===== config.mk =====
export PLATFORM = sky130hd
export DESIGN_NAME = nfd_descriptor
export DESIGN_NICKNAME = d
export VERILOG_FILES = /design/src/include/nfd_pkg.sv /design/src/core/nfd_descriptor.sv
export SDC_FILE = /design/constraint.sdc
export NUM_CORES = 1
export LEC_CHECK = 0
export BUFFER_PORTS_ARGS = -buffer_cell sky130_fd_sc_hd__clkbuf_2
export CAP_MARGIN = 5
export CORE_ASPECT_RATIO = 0.8
export CORE_MARGIN = 5
export CORE_UTILIZATION = 55
export CTS_CLUSTER_SIZE = 14
export DETAILED_ROUTE_END_ITERATION = 10
export GPL_TIMING_DRIVEN = 0
export PLACE_DENSITY = 0.8
export SETUP_SLACK_MARGIN = 0.02
export SLEW_MARGIN = 10
export SYNTH_ARGS = -nofsm -noshare
export SYNTH_HDL_FRONTEND = slang
export SYNTH_SLANG_ARGS = --single-unit

===== constraint.sdc =====
create_clock -name ref_clk_in -period 2.85 [get_ports ref_clk_in]
set_clock_uncertainty 0.2 [all_clocks]
set_input_delay 0.57 -clock ref_clk_in [delete_from_list [all_inputs] [get_ports ref_clk_in]]
set_output_delay 0.57 -clock ref_clk_in [all_outputs]
set_load 0.1 [all_outputs]

===== src/include/nfd_pkg.sv =====
// Constants and types for the flash controller descriptor front end.
// Assumes a byte-wide register port clocked by the system clock.
package nfd_pkg;

    // ====================================================================
    // Descriptor slots
    // ====================================================================
    localparam int unsigned SLOT_COUNT = 8;
    localparam logic [2:0] SLOT_MAIN_PAGE = 3'h0;
    localparam logic [2:0] SLOT_CARD_PAGE = 3'h1;
    localparam logic [2:0] SLOT_SUB_ONE = 3'h2;
    localparam logic [2:0] SLOT_SUB_TWO = 3'h3;
    localparam logic [2:0] SLOT_FIRST_HIGH = 3'h4;
    localparam logic [2:0] SLOT_FIRST_LOW = 3'h5;
    localparam logic [2:0] SLOT_LAST_HIGH = 3'h6;
    localparam logic [2:0] SLOT_LAST_LOW = 3'h7;

    // ====================================================================
    // Field layout and reset values
    // ====================================================================
    localparam int unsigned PAGE_UNITS_LSB = 3;
    localparam logic [7:0] PAGE_FIELD_MASK = 8'hf8;
    localparam logic [7:0] SUB_ONE_MASK = 8'h7f;
    localparam logic [7:0] SUB_TWO_MASK = 8'h03;
    localparam logic [7:0] PAGE_RESET = 8'h00;
    localparam logic [7:0] SUB_ONE_RESET = 8'h1e;
    localparam logic [7:0] SUB_TWO_RESET = 8'h00;
    localparam logic [7:0] PROTECT_RESET = 8'h00;
    localparam logic [1:0] MAX_DEV_WITH_CARD = 2'h2;

    // ====================================================================
    // Operations and states
    // ====================================================================
    typedef enum logic [1:0] {
        OP_READ_ID,
        OP_WRITE_BYTE,
        OP_ERASE_BLOCK,
        OP_NONE
    } nfd_op_t;

    typedef enum {
        ST_OFF,
        ST_LOADING,
        ST_IDLE,
        ST_RUN
    } nfd_state_t;

    typedef struct packed {
        logic [4:0] main_page_units;
        logic [4:0] card_page_units;
        logic [1:0] device_count_minus_one;
        logic [3:0] protected_device_bits;
        logic card_support_on;
        logic [1:0] pages_per_block_sel;
        logic [15:0] protect_first_block;
        logic [15:0] protect_last_block;
    } nfd_cfg_t;

endpackage : nfd_pkg


===== src/core/nfd_descriptor.sv =====
// Flash controller descriptor loader and elementary operation issuer.
// Assumes software drives one-cycle write strobes synchronous to ref_clk_in.
`timescale 1ns/1ps
`default_nettype none

module nfd_descriptor (
    input wire logic ref_clk_in,
    input wire logic arst_n_in,
    input wire logic controller_clock_gate_on_in,
    input wire logic descriptor_port_wr_in,
    input wire logic [7:0] descriptor_port_data_in,
    input wire logic op_req_in,
    input wire logic [1:0] op_code_in,
    input wire logic [1:0] op_device_in,
    input wire logic [15:0] op_block_in,
    input wire logic op_done_in,
    output logic clock_enable_out,
    output logic configured_out,
    output logic running_flag_out,
    output logic op_issue_out,
    output logic [1:0] op_code_out,
    output logic [1:0] op_device_out,
    output logic op_illegal_out,
    output logic [2:0] slot_ptr_out,
    output nfd_pkg::nfd_cfg_t cfg_out
);

    // ====================================================================
    // State
    // ====================================================================
    logic gate_ff, nxt_gate;
    logic [2:0] slot_ff, nxt_slot;
    logic [7:0] slot_mem_ff [nfd_pkg::SLOT_COUNT];
    logic [7:0] nxt_mem [nfd_pkg::SLOT_COUNT];
    nfd_pkg::nfd_state_t state_ff, nxt_state;
    logic issue_ff, nxt_issue;
    logic illegal_ff, nxt_illegal;
    logic [1:0] code_ff, nxt_code;
    logic [1:0] dev_ff, nxt_dev;
    logic loaded_ff, nxt_loaded;
    // Registered so the status output comes straight from a flop
    logic run_ff, nxt_run;
    logic cfg_wr;
    logic dev_ok;
    logic blk_prot;
    logic [15:0] first_blk;
    logic [15:0] last_blk;

    // Writes only count while the controller clock is running
    assign cfg_wr = gate_ff && descriptor_port_wr_in;

    assign first_blk = {slot_mem_ff[nfd_pkg::SLOT_FIRST_HIGH],
                        slot_mem_ff[nfd_pkg::SLOT_FIRST_LOW]};
    assign last_blk = {slot_mem_ff[nfd_pkg::SLOT_LAST_HIGH],
                       slot_mem_ff[nfd_pkg::SLOT_LAST_LOW]};

    // ====================================================================
    // Operation checks
    // ====================================================================
    always_comb begin
        // Device index beyond count is illegal; card sits on device 3
        dev_ok = op_device_in
            <= slot_mem_ff[nfd_pkg::SLOT_SUB_ONE][6:5];
        // With the card on, the count only bounds the devices below it
        if (slot_mem_ff[nfd_pkg::SLOT_SUB_ONE][0] && op_device_in == 2'h3) begin
            dev_ok = 1'b1;
        end
        // Protection only applies to devices flagged as application
        blk_prot = slot_mem_ff[nfd_pkg::SLOT_SUB_ONE][1 + op_device_in]
            && op_block_in >= first_blk
            && op_block_in <= last_blk;
    end

    // ====================================================================
    // Next state
    // ====================================================================
    always_comb begin
        nxt_gate = controller_clock_gate_on_in;
        nxt_slot = slot_ff;
        nxt_mem = slot_mem_ff;
        nxt_state = state_ff;
        nxt_issue = 1'b0;
        nxt_illegal = 1'b0;
        nxt_code = code_ff;
        nxt_dev = dev_ff;
        nxt_loaded = loaded_ff;
        if (!gate_ff) begin
            nxt_slot = 3'h0;
            nxt_state = nfd_pkg::ST_OFF;
        end else if (cfg_wr) begin
            case (slot_ff)
                nfd_pkg::SLOT_MAIN_PAGE,
                nfd_pkg::SLOT_CARD_PAGE: begin
                    nxt_mem[slot_ff] = descriptor_port_data_in
                        & nfd_pkg::PAGE_FIELD_MASK;
                end
                nfd_pkg::SLOT_SUB_ONE: begin
                    nxt_mem[slot_ff] = descriptor_port_data_in
                        & nfd_pkg::SUB_ONE_MASK;
                end
                nfd_pkg::SLOT_SUB_TWO: begin
                    nxt_mem[slot_ff] = descriptor_port_data_in
                        & nfd_pkg::SUB_TWO_MASK;
                end
                default: begin
                    nxt_mem[slot_ff] = descriptor_port_data_in;
                end
            endcase
            nxt_slot = slot_ff + 3'h1;
            nxt_state = nfd_pkg::ST_LOADING;
            if (slot_ff == nfd_pkg::SLOT_LAST_LOW) begin
                nxt_loaded = 1'b1;
                nxt_state = nfd_pkg::ST_IDLE;
            end
        end else begin
            case (state_ff)
                nfd_pkg::ST_OFF: begin
                    nxt_state = loaded_ff ? nfd_pkg::ST_IDLE
                                          : nfd_pkg::ST_LOADING;
                end
                nfd_pkg::ST_LOADING: begin
                    nxt_state = nfd_pkg::ST_LOADING;
                end
                nfd_pkg::ST_IDLE: begin
                    // Only basic operations; sequences are software's job
                    if (op_req_in) begin
                        if (op_code_in == nfd_pkg::OP_NONE || !dev_ok
                            || (op_code_in != nfd_pkg::OP_READ_ID
                                && blk_prot)) begin
                            nxt_illegal = 1'b1;
                        end else begin
                            nxt_issue = 1'b1;
                            nxt_code = op_code_in;
                            nxt_dev = op_device_in;
                            nxt_state = nfd_pkg::ST_RUN;
                        end
                    end
                end
                nfd_pkg::ST_RUN: begin
                    if (op_req_in) begin
                        nxt_illegal = 1'b1;
                    end
                    if (op_done_in) begin
                        nxt_state = nfd_pkg::ST_IDLE;
                    end
                end
                default: begin
                    nxt_state = nfd_pkg::ST_OFF;
                end
            endcase
        end
        // Status is registered from the next state, so it matches state_ff with no lag
        nxt_run = (nxt_state == nfd_pkg::ST_RUN);
    end

    // ====================================================================
    // Loader registers
    // ====================================================================
    always_ff @(posedge ref_clk_in or negedge arst_n_in) begin
        if (!arst_n_in) begin
            gate_ff <= 1'b0;
            slot_ff <= 3'h0;
            loaded_ff <= 1'b0;
        end else begin
            gate_ff <= nxt_gate;
            slot_ff <= nxt_slot;
            loaded_ff <= nxt_loaded;
        end
    end

    // ====================================================================
    // Operation registers
    // ====================================================================
    always_ff @(posedge ref_clk_in or negedge arst_n_in) begin
        if (!arst_n_in) begin
            state_ff <= nfd_pkg::ST_OFF;
            run_ff <= 1'b0;
            issue_ff <= 1'b0;
            illegal_ff <= 1'b0;
            code_ff <= 2'h0;
            dev_ff <= 2'h0;
        end else begin
            state_ff <= nxt_state;
            run_ff <= nxt_run;
            issue_ff <= nxt_issue;
            illegal_ff <= nxt_illegal;
            code_ff <= nxt_code;
            dev_ff <= nxt_dev;
        end
    end

    // ====================================================================
    // Descriptor storage
    // ====================================================================
    // Reset values differ per slot, so each slot is named here
    always_ff @(posedge ref_clk_in or negedge arst_n_in) begin
        if (!arst_n_in) begin
            slot_mem_ff[nfd_pkg::SLOT_MAIN_PAGE] <= nfd_pkg::PAGE_RESET;
            slot_mem_ff[nfd_pkg::SLOT_CARD_PAGE] <= nfd_pkg::PAGE_RESET;
            slot_mem_ff[nfd_pkg::SLOT_SUB_ONE] <= nfd_pkg::SUB_ONE_RESET;
            slot_mem_ff[nfd_pkg::SLOT_SUB_TWO] <= nfd_pkg::SUB_TWO_RESET;
            slot_mem_ff[nfd_pkg::SLOT_FIRST_HIGH] <= nfd_pkg::PROTECT_RESET;
            slot_mem_ff[nfd_pkg::SLOT_FIRST_LOW] <= nfd_pkg::PROTECT_RESET;
            slot_mem_ff[nfd_pkg::SLOT_LAST_HIGH] <= nfd_pkg::PROTECT_RESET;
            slot_mem_ff[nfd_pkg::SLOT_LAST_LOW] <= nfd_pkg::PROTECT_RESET;
        end else begin
            slot_mem_ff <= nxt_mem;
        end
    end

    // ====================================================================
    // Outputs
    // ====================================================================
    assign clock_enable_out = gate_ff;
    assign configured_out = loaded_ff;
    assign running_flag_out = run_ff;
    assign op_issue_out = issue_ff;
    assign op_code_out = code_ff;
    assign op_device_out = dev_ff;
    assign op_illegal_out = illegal_ff;
    assign slot_ptr_out = slot_ff;
    assign cfg_out.main_page_units =
        slot_mem_ff[nfd_pkg::SLOT_MAIN_PAGE][7:nfd_pkg::PAGE_UNITS_LSB];
    assign cfg_out.card_page_units =
        slot_mem_ff[nfd_pkg::SLOT_CARD_PAGE][7:nfd_pkg::PAGE_UNITS_LSB];
    assign cfg_out.device_count_minus_one =
        slot_mem_ff[nfd_pkg::SLOT_SUB_ONE][6:5];
    assign cfg_out.protected_device_bits =
        slot_mem_ff[nfd_pkg::SLOT_SUB_ONE][4:1];
    assign cfg_out.card_support_on = slot_mem_ff[nfd_pkg::SLOT_SUB_ONE][0];
    assign cfg_out.pages_per_block_sel =
        slot_mem_ff[nfd_pkg::SLOT_SUB_TWO][1:0];
    assign cfg_out.protect_first_block = first_blk;
    assign cfg_out.protect_last_block = last_blk;

endmodule : nfd_descriptor

`default_nettype wire


==> flow_metrics.py, run 1 <==
metrics = {
    "status": {
        "status": "complete, no violations",
    },
    "sta": {
        "hold_slack_ps": 110,
        "tightestPinTransition_ps": 744,
        "fmax_mhz": 363,
        "finalWorstSetupSlack_ps": 91.5,
        "slew_viol_final": 0,
        "slew_headroom_pct": 50.2,
        "fin_crit_sh_pct": 96.8,
        "setup_viol": 0,
        "fin_crit_ps": 2760,
        "timing.final.hold_violations": 0,
        "rsz0062_at_grt": "no",
    },
    "critical_path": {
        "arrival_ps": 2810,
        "max_stage_delay_ps": 410,
        "end_kind": "flip-flop",
        "cp_max_fo": 5,
        "crit_chain": "inv_1 -> ha_1 -> nand4_4 -> or3_4 -> a221oi_2 -> or4b_1 -> o211ai_2 -> and3_4 -> buf_6 -> mux2_4",
        "cp-start-kind": "flip-flop",
        "required_ps": 2900,
        "critPathKind": "flip-flop to flip-flop",
        "slowest_stage": "or3_4",
    },
    "floorplanning": {
        "start_util_pct": 56.5,
        "die_w_um": 115,
        "core-area_mm2": 0.00852,
        "dieArea_mm2": 0.0107,
        "rows": 30,
        "die_y_um": 93.7,
        "io_pins": 97,
    },
    "clock_tree": {
        "cts_tree": "yes",
        "cts_buffers": 9,
        "cts_root_buffer": "clkbuf_8",
        "clock_sinks": 96,
        "clk_latency_ps": 360,
        "clkTransAtPathRegs_ps": 90,
        "cts_max_level": 3,
        "clk_path_buf_depth": 2,
    },
    "global_route": {
        "grt_pass1_wl_um": 17700,
        "grtUsageTotal_pct": 21.3,
        "grt_pass1_vias": 3712,
        "overflow": 0,
        "grt_antenna_before_repair": 1,
        "grt_max_degree": 63,
    },
    "synthesis": {
        "synth_edf_count": 0,
        "async_reset_ff_share_pct": 100,
        "synth_adder_area_share_pct": 10.7,
        "ys.warnings.count": 0,
        "yosys.area_share.xor_xnor_pct": 0.182,
        "synth-seq-cells": 96,
        "synthMuxAreaShare_pct": 5.64,
        "yosysSeqAreaShare_pct": 50.0,
        "netlist-cell-type-count": 47,
        "synth_top_family_by_area": "buffers and inverters",
        "synth.cell_area_mm2": 0.00481,
        "synth-compound-area-share_pct": 9.41,
        "synth_flop_cell": "dfrtp_1",
        "synth_top_area_share_pct": 47.8,
        "synthTopCellsByArea": "dfrtp_1, ha_1, buf_4",
        "syn_inst": 454,
        "synthSimpleGateAreaFrac_pct": 11.8,
        "avgSynthCellArea_um2": 10.6,
        "yosysTopAreaCell": "dfrtp_1",
    },
    "cells_and_area": {
        "fin_cells": 711,
        "nNetsFinal": 669,
        "final_core_util_pct": 68.9,
        "diodes": 0,
        "drive_gt1_share_pct": 34.4,
        "area_growth_pct": 21.9,
        "nFillCells": 659,
    },
    "hold_path": {
        "min_path_type": "input pin to flip-flop",
    },
    "pwr": {
        "power.internal_mw": 2.69,
        "p_comb_share_pct": 50.2,
        "powerDensity_mw_per_mm2": 906,
        "seqPwrFrac_pct": 32.7,
        "pwr-share-clk_pct": 17.1,
        "p_total_mw": 5.31,
        "p_leak_nw": 3.03,
        "netSwitchingPower_mw": 2.62,
        "ir_drop_mv": 0.856,
        "switching_share_pct": 49.4,
    },
    "run": {
        "max_cap_violations": 0,
    },
    "route": {
        "ant_nets": 0,
        "via_per_inst": 5.13,
        "drt_first_pass_iters": 5,
        "drtIter0Drc": 190,
        "wl_um": 11000,
        "drc": 0,
        "dr_total_vias": 3647,
        "wl_per_cell_um": 15.4,
    },
    "placement": {
        "place_ws_ps": -171,
        "numPortBuffers": 96,
        "place_hpwl_um": 8410,
        "place_congestion": 0.862,
        "post-place-cells": 692,
    },
}
## worst max-delay path, delay by kind of cell, from the launching register on
family,cells,cell delay [ps]
AND/OR/NAND/NOR,4,900
AO/OA/AOI/OAI,2,350
buffers and inverters,2,200
adder cells (fa/ha/maj),1,310
multiplexers,1,290
flip-flops,1,370
## synth_stat cells (2+ instances only)
| master | instances |
|---|---|
| a211oi_1 | 2 |
| a21o_1 | 2 |
| a21oi_1 | 15 |
| a221oi_1 | 2 |
| and2_1 | 6 |
| buf_4 | 51 |
| clkbuf_1 | 9 |
| dfrtp_1 | 92 |
| dfstp_2 | 4 |
| ha_1 | 41 |
| inv_1 | 43 |
| mux2_2 | 13 |
| mux2_4 | 4 |
| mux2i_1 | 2 |
| mux4_2 | 2 |
| nand2_1 | 49 |
| nand3_1 | 9 |
| nand4_1 | 7 |
| nor2_1 | 10 |
| nor2b_1 | 7 |
| nor3_1 | 5 |
| nor3_2 | 2 |
| nor4_1 | 7 |
| o211a_1 | 2 |
| o21ai_0 | 44 |
| or3_1 | 3 |
## logic make-up after synthesis
| logic type | after synthesis |
|---|---|
| DFF | 96 |
| adders and majority gates | 41 |
| xor gates and xnor gates | 1 |
| AOI/OAI and AO/OA | 77 |
| other | 1 |
| buffers and inverters | 104 |
| muxes | 21 |
| and+or+nand+nor | 113 |
## layout make-up
class	instances	area (µm²)	share of cell area, %
plain buffers	61	428	7.29
clock buffers	10	138	2.35
clock inverters	6	66.3	1.13
inverters	43	161	2.75
multi-input cells	283	1990	33.9
flip-flops and latches	96	2410	41.0
well taps	112	140	2.39
repair buffers	100	536	9.13
## per-layer routing
| metal | wire, µm | GRT usage, % | share of wire (%) |
|---|---|---|---|
| met3 | 864 | 5.99 | 7.9 |
| met1 | 4720 | 28.1 | 43 |
| met4 | 211 | 7.42 | 1.9 |
| met5 | 8 | 0 | 0.073 |
| met2 | 5170 | 33.8 | 47 |
## flip-flops by register name (all words and copies together) (netlist names)
name              flops
cfg_out              51
clock_enable_out      1
configured_out        1
op_code_out           2
op_device_out         2
op_illegal_out        1
op_issue_out          1
running_flag_out      1
slot_mem_ff           1
slot_ptr_out          3
state_ff             32
## timing repair
action                                 CTS  global route
endpoints found under the hold margin    7             0
resized for setup                        0             9
setup endpoints to repair                0             4
buffers inserted                         0             2
hold buffers                             1             0
## per-stage QoR
stage	TNS [ps]	cell area (µm²)
after floorplan	0	4920
after global placement	-9080	5540
after detailed placement	-716	5570
after CTS	0	5790
after global routing	0	5870
final	0	5870
## power by group through the flow
stage	Clock, mW	Combinational [mW]	Sequential [mW]
floorplan	0	2.17	1.75
global placement	0	2.54	1.75
detailed placement	0	2.59	1.76
CTS	0.934	2.61	1.74
global route	0.984	2.80	1.77
finish	0.910	2.67	1.74
## worst paths after layout
path / from / end / slack, ps / cells past startpoint
worst max-delay path: cfg_out[28] / op_code_out[1] / 90 / 10
worst min-delay path: controller_clock_gate_on_in / clock_enable_out / 110 / 1
worst max register to register: cfg_out[28] / op_code_out[1] / 90 / 10
worst min register to register: cfg_out[43] / cfg_out[43] / 310 / 2
max in group asynchronous: arst_n_in / cfg_out[37] / 1210 / 3
min in group asynchronous: arst_n_in / cfg_out[17] / 540 / 2
## cell usage in the layout, fill, tap and decap left out, drive strengths merged, types with 8 or more instances in the layout
cell type,count
ha,41
mux2,17
inv,45
conb,30
clkbuf,115
nor2,10
nand3,9
nand4,8
buf,55
nand2,49
a21oi,15
o21ai,45
dfrtp,92
No activity file was read; power rests on OpenSTA's default activity.
==> inputs of run 2 (changes only) <==
--- a/config.mk
+++ b/config.mk
@@ -5,6 +5,7 @@
 export SDC_FILE = /design/constraint.sdc
 export NUM_CORES = 1
 export LEC_CHECK = 0
+export ABC_AREA = 1
 export BUFFER_PORTS_ARGS = -buffer_cell sky130_fd_sc_hd__clkbuf_2
 export CAP_MARGIN = 5
 export CORE_ASPECT_RATIO = 0.8
==> flow_metrics.py, run 2 <==
metrics = {
    "status": {
        "status": "complete, no violations",
    },
    "global_route": {
        "met1_usage_pct": 28.4,
        "grt_pass1_vias": 3937,
        "grtUsageTotal_pct": 21.9,
        "use_met2_pct": 36.0,
        "grtUsageMet3_pct": 5.15,
        "grt_pass1_wl_um": 18600,
        "grt_busiest_layer": "met2",
        "grt_max_degree": 50,
        "overflow": 0,
        "grt_antenna_before_repair": 0,
    },
    "critical_path": {
        "end_kind": "flip-flop",
        "cp_max_fo": 8,
        "reg2reg_depth": 6,
        "worstReg2RegEnd": "cfg_out[27]",
        "arrival_ps": 2440,
        "reg2reg_slack_ps": 440,
        "r2r-start": "slot_ptr_out[0]",
        "critPathKind": "flip-flop to flip-flop",
        "required_ps": 2880,
        "cp-start-kind": "flip-flop",
    },
    "pwr": {
        "netSwitchingPower_mw": 1.66,
        "p_total_mw": 4.00,
        "powerDensity_mw_per_mm2": 684,
        "pwr-share-clk_pct": 23.7,
        "p_leak_nw": 3.08,
        "seqPwrFrac_pct": 40.1,
        "p_comb_share_pct": 36.2,
        "switching_share_pct": 41.5,
        "ir_drop_mv": 0.652,
        "power.internal_mw": 2.34,
    },
    "sta": {
        "hold_slack_ps": 57.9,
        "slew_viol_final": 0,
        "setup_viol": 0,
        "tightestPinTransition_ps": 677,
        "fin_crit_ps": 2410,
        "rsz0062_at_grt": "no",
        "timing.final.hold_violations": 0,
        "fin_crit_sh_pct": 84.6,
        "finalSetupTns_ps": 0,
        "fmax_mhz": 415,
        "finalWorstSetupSlack_ps": 440,
        "slew_headroom_pct": 54.9,
    },
    "cells_and_area": {
        "area_growth_pct": 20.0,
        "diodes": 0,
        "final_core_util_pct": 68.4,
        "largest_register_ffs": 51,
        "nFillCells": 712,
        "design_area_mm2": 0.00585,
        "nNetsFinal": 761,
        "multi_input_area_mm2": 0.00194,
        "drive_gt1_share_pct": 25.9,
        "mostFrequentLayoutCells": "nand2_1, clkbuf_2, dfrtp_1",
        "seq_area_mm2": 0.00241,
        "final_common_cell": "nand2_1",
        "fin_cells": 803,
    },
    "route": {
        "wl_per_cell_um": 13.7,
        "drtIter0Drc": 172,
        "via_per_inst": 4.90,
        "drc": 0,
        "wl_um": 11000,
        "drt_first_pass_iters": 4,
        "ant_nets": 0,
        "dr_total_vias": 3937,
    },
    "synthesis": {
        "avgSynthCellArea_um2": 8.89,
        "yosysSeqAreaShare_pct": 49.3,
        "async_reset_ff_share_pct": 100,
        "syn_inst": 549,
        "synth-seq-cells": 96,
        "synth.cell_area_mm2": 0.00488,
        "synthTopCellsByArea": "dfrtp_1, ha_1, nand2_1",
        "ys.warnings.count": 0,
        "synthMostInstantiatedCell": "nand2_1",
        "synth_common_cells": "nand2_1, dfrtp_1, inv_1, o21ai_0, buf_4",
        "synth_edf_count": 0,
        "yosysTopAreaCell": "dfrtp_1",
        "synth_top_area_share_pct": 47.2,
        "netlist-cell-type-count": 34,
        "synth_flop_cell": "dfrtp_1",
    },
    "clock_tree": {
        "cts_hold_buf": 0,
        "clkTransAtPathRegs_ps": 90,
        "clk_path_buf_depth": 2,
        "cts_root_buffer": "clkbuf_8",
        "cts_max_level": 3,
        "cts_tree": "yes",
        "cts_buffers": 9,
        "cts_resized": 0,
        "clock_sinks": 96,
        "clk_latency_ps": 360,
        "postCtsSetupRepairBufs": 0,
    },
    "placement": {
        "place_hpwl_um": 8580,
        "numPortBuffers": 96,
        "post-place-cells": 787,
        "place_congestion": 0.876,
        "place_ws_ps": 435,
        "dpl_cell_area_mm2": 0.00564,
    },
    "run": {
        "max_cap_violations": 0,
    },
    "floorplanning": {
        "core-area_mm2": 0.00856,
        "start_util_pct": 57.0,
        "io_pins": 97,
        "rows": 30,
        "die_w_um": 115,
        "die_y_um": 94.2,
        "dieArea_mm2": 0.0109,
    },
    "hold_path": {
        "min_path_type": "input pin to asynchronous set/reset pin",
    },
}
## run 2: cell types whose count changed in the layout (fill, tap and decap cells not counted), sizes merged, moves of 4 or more
cell    delta
and2       -5
nor2      +37
nor2b      -7
o21ai     +11
inv       +16
nor4       -5
nand3      +4
nand2     +85
clkbuf     -5
mux2      -17
## run 2: metal layers
layer / routed length (µm) / vias to the layer above
met3: 633 / 19
li1: - / 1968
met5: 0 / -
met2: 5330 / 94
met1: 4850 / 1856
met4: 170 / 0
## run 2: worst max-delay path by stage
stage	from	end	slack, ps	cells past startpoint
floorplan	slot_ptr_out[0]	cfg_out[28]	250	6
global placement	arst_n_in	state_ff[14]	-50	1
detailed placement	op_block_in[3]	op_device_out[1]	440	17
CTS	slot_ptr_out[0]	cfg_out[27]	470	6
global route	slot_ptr_out[0]	cfg_out[27]	200	6
finish	slot_ptr_out[0]	cfg_out[27]	440	6
## run 2: cell type report
cell class,instances,share of cell area (%)
repair buffers,97,8.72
well taps,112,2.39
multi-input cells,365,33.2
clock buffers,11,2.25
flip-flops and latches,96,41.1
clock inverters,5,1.41
inverters,61,3.96
plain buffers,56,6.91
## run 2: power groups by stage
| stage | Combinational, mW | Sequential, mW | Clock (mW) |
|---|---|---|---|
| 2_1_floorplan | 1.18 | 1.63 | 0 |
| 3_3_place_gp | 1.42 | 1.62 | 0 |
| 3_5_place_dp | 1.46 | 1.63 | 0 |
| 4_1_cts | 1.46 | 1.60 | 0.966 |
| 5_1_grt | 1.55 | 1.62 | 1.03 |
| 6_report | 1.45 | 1.60 | 0.949 |
## run 2: cell families (layout without fill, tap and decap cells)
family	Yosys count	after routing	synth area share, %
other	1	30	0.0769
AND/OR/NAND/NOR	208	208	17.5
AO/OA/AOI/OAI	86	86	9.54
adder cells (fa/ha/maj)	41	41	10.5
buffers and inverters	117	230	13.0
flip-flops	96	96	49.3
## run 2: worst max-delay path, stage by stage (launching register included)
cell and delay [ps]:
dfrtp_1 530, inv_1 170, ha_1 230, o21ai_0 370, nand3_1 290, nand2_1 350, o21ai_0 140
==> inputs of run 3 (changes only) <==
--- a/config.mk
+++ b/config.mk
@@ -10,11 +10,11 @@
 export CAP_MARGIN = 5
 export CORE_ASPECT_RATIO = 0.8
 export CORE_MARGIN = 5
-export CORE_UTILIZATION = 55
+export CORE_UTILIZATION = 50
 export CTS_CLUSTER_SIZE = 14
 export DETAILED_ROUTE_END_ITERATION = 10
 export GPL_TIMING_DRIVEN = 0
-export PLACE_DENSITY = 0.8
+export PLACE_DENSITY = 0.76
 export SETUP_SLACK_MARGIN = 0.02
 export SLEW_MARGIN = 10
 export SYNTH_ARGS = -nofsm -noshare
==> constraint.sdc (replaced) <==
create_clock -name ref_clk_in -period 2.1 [get_ports ref_clk_in]
set_clock_uncertainty 0.2 [all_clocks]
set_input_delay 0.42 -clock ref_clk_in [delete_from_list [all_inputs] [get_ports ref_clk_in]]
set_output_delay 0.42 -clock ref_clk_in [all_outputs]
set_load 0.1 [all_outputs]
==> flow_metrics.py, run 3 (synthesis gave the netlist of run 2 again) <==
metrics = {
    "floorplanning": {
        "die_y_um": 98.4,
        "core-area_mm2": 0.00957,
        "start_util_pct": 51.0,
        "io_pins": 97,
        "rows": 32,
        "die_w_um": 120,
        "dieArea_mm2": 0.0118,
    },
    "route": {
        "wl_um": 12400,
        "drc": 0,
        "via_per_inst": 4.91,
        "drtIter0Drc": 218,
        "drt_first_pass_iters": 4,
        "wl_per_cell_um": 14.8,
        "dr_total_vias": 4133,
        "ant_nets": 0,
    },
    "sta": {
        "finalSetupTns_ps": 0,
        "fin_crit_ps": 2060,
        "rsz0062_at_grt": "yes",
        "fin_crit_sh_pct": 98.2,
        "timing.final.hold_violations": 0,
        "tightestPinTransition_ps": 575,
        "setup_viol": 0,
        "fmax_mhz": 485,
        "slew_viol_final": 0,
        "slew_headroom_pct": 61.8,
        "finalWorstSetupSlack_ps": 38.5,
    },
    "cells_and_area": {
        "drive_gt1_share_pct": 37.5,
        "diodes": 0,
        "mostFrequentLayoutCells": "nand2_1, clkbuf_2, dfrtp_1",
        "multi_input_area_mm2": 0.00226,
        "nFillCells": 723,
        "nNetsFinal": 793,
        "area_growth_pct": 33.6,
        "seq_area_mm2": 0.00242,
        "largest_register_ffs": 51,
        "final_common_cell": "nand2_1",
    },
    "global_route": {
        "overflow": 0,
        "grt_pass1_vias": 3912,
        "grt_antenna_before_repair": 0,
        "grtUsageTotal_pct": 19.8,
        "grt_pass1_wl_um": 18900,
        "grt_max_degree": 62,
    },
    "hold_path": {
        "min_path_type": "input pin to flip-flop",
        "worstHoldPathCells": 3,
        "hold-path-endpoint": "op_code_out[1]",
        "worstHoldStart": "op_code_in[1]",
    },
    "clock_tree": {
        "clkTransAtPathRegs_ps": 70,
        "cts_buffers": 9,
        "clk_latency_ps": 340,
        "cts_tree": "yes",
        "cts_root_buffer": "clkbuf_16",
        "cts_max_level": 3,
        "clock_sinks": 96,
        "clk_path_buf_depth": 2,
    },
    "critical_path": {
        "cp-start-kind": "flip-flop",
        "reg2reg_depth": 15,
        "cp_max_fo": 2,
        "end_kind": "flip-flop",
        "arrival_ps": 2100,
        "r2r-start": "cfg_out[23]",
        "required_ps": 2140,
        "worstReg2RegEnd": "op_illegal_out",
        "critPathKind": "flip-flop to flip-flop",
        "reg2reg_slack_ps": 40,
    },
    "status": {
        "status": "complete, no violations",
    },
    "pwr": {
        "p_leak_nw": 3.32,
        "ir_drop_mv": 0.849,
        "p_total_mw": 5.86,
        "powerDensity_mw_per_mm2": 899,
    },
    "placement": {
        "numPortBuffers": 96,
        "place_ws_ps": -175,
        "place_hpwl_um": 8560,
        "place_congestion": 0.896,
    },
    "run": {
        "max_cap_violations": 0,
    },
}
-- run 3: worst max-delay path by stage --
stage | start | depth (start not counted) | to
after global routing | cfg_out[19] | 16 | op_code_out[1]
final | cfg_out[23] | 15 | op_illegal_out
after detailed placement | op_block_in[13] | 13 | op_code_out[0]
after floorplan | slot_ptr_out[0] | 6 | cfg_out[28]
after global placement | arst_n_in | 1 | slot_ptr_out[0]
after CTS | cfg_out[7] | 15 | op_code_out[0]
-- run 3: area by class of cell --
cell class	instances	area share [%]
Timing Repair Buffer	129	11.8
Buffer	56	6.20
Clock inverter	6	0.672
Tap cell	119	2.28
Inverter	61	3.59
Clock buffer	10	3.67
Sequential cell	96	37.1
Multi-Input combinational cell	365	34.7
-- run 3: stage by stage --
step | cell area [µm²] | utilization (%) | instances | hold slack (ps)
2_1_floorplan | 5000 | - | 578 | -75.6
3_3_place_gp | 5630 | 58.8 | 793 | 263
3_5_place_dp | 5660 | 59.1 | 794 | 241
4_1_cts | 6040 | 63.1 | 819 | 114
5_1_grt | 6520 | 68.1 | 842 | 131
6_report | 6520 | 68.1 | 842 | 126
-- run 3: power by group --
part           internal (mW)  total (mW)  switching (mW)
Clock                  0.839        1.54           0.698
Combinational          0.553        2.13            1.58
Sequential              2.05        2.19           0.139
-- run 3: worst max-delay path: stages, from the launching register on --
cell     delay (ps)
dfrtp_1         410
inv_1           100
ha_4            200
nand2_1          50
inv_1            40
nor2_1          100
o21a_1          170
nand2_2          90
nand2_2          70
nand2_2          60
nand3_2          80
and2_4          170
buf_6            90
nand2_1          40
nand2_1          50
inv_1            30
-- run 3: what timing repair did --
action,4_1_cts,5_1_grt
hold buffers,2,0
resized for setup,7,65
setup buffers,7,23
setup endpoints to repair,7,36
pin swaps,0,11
hold endpoints to repair,36,0
-- run 3: layer usage --
metal,vias up,GRT usage [%],share of wire (%)
met5,-,0,0
met4,0,3.48,1.5
met3,20,6.37,5.8
met2,111,32.8,51
met1,1976,25.9,42
li1,2026,-,-
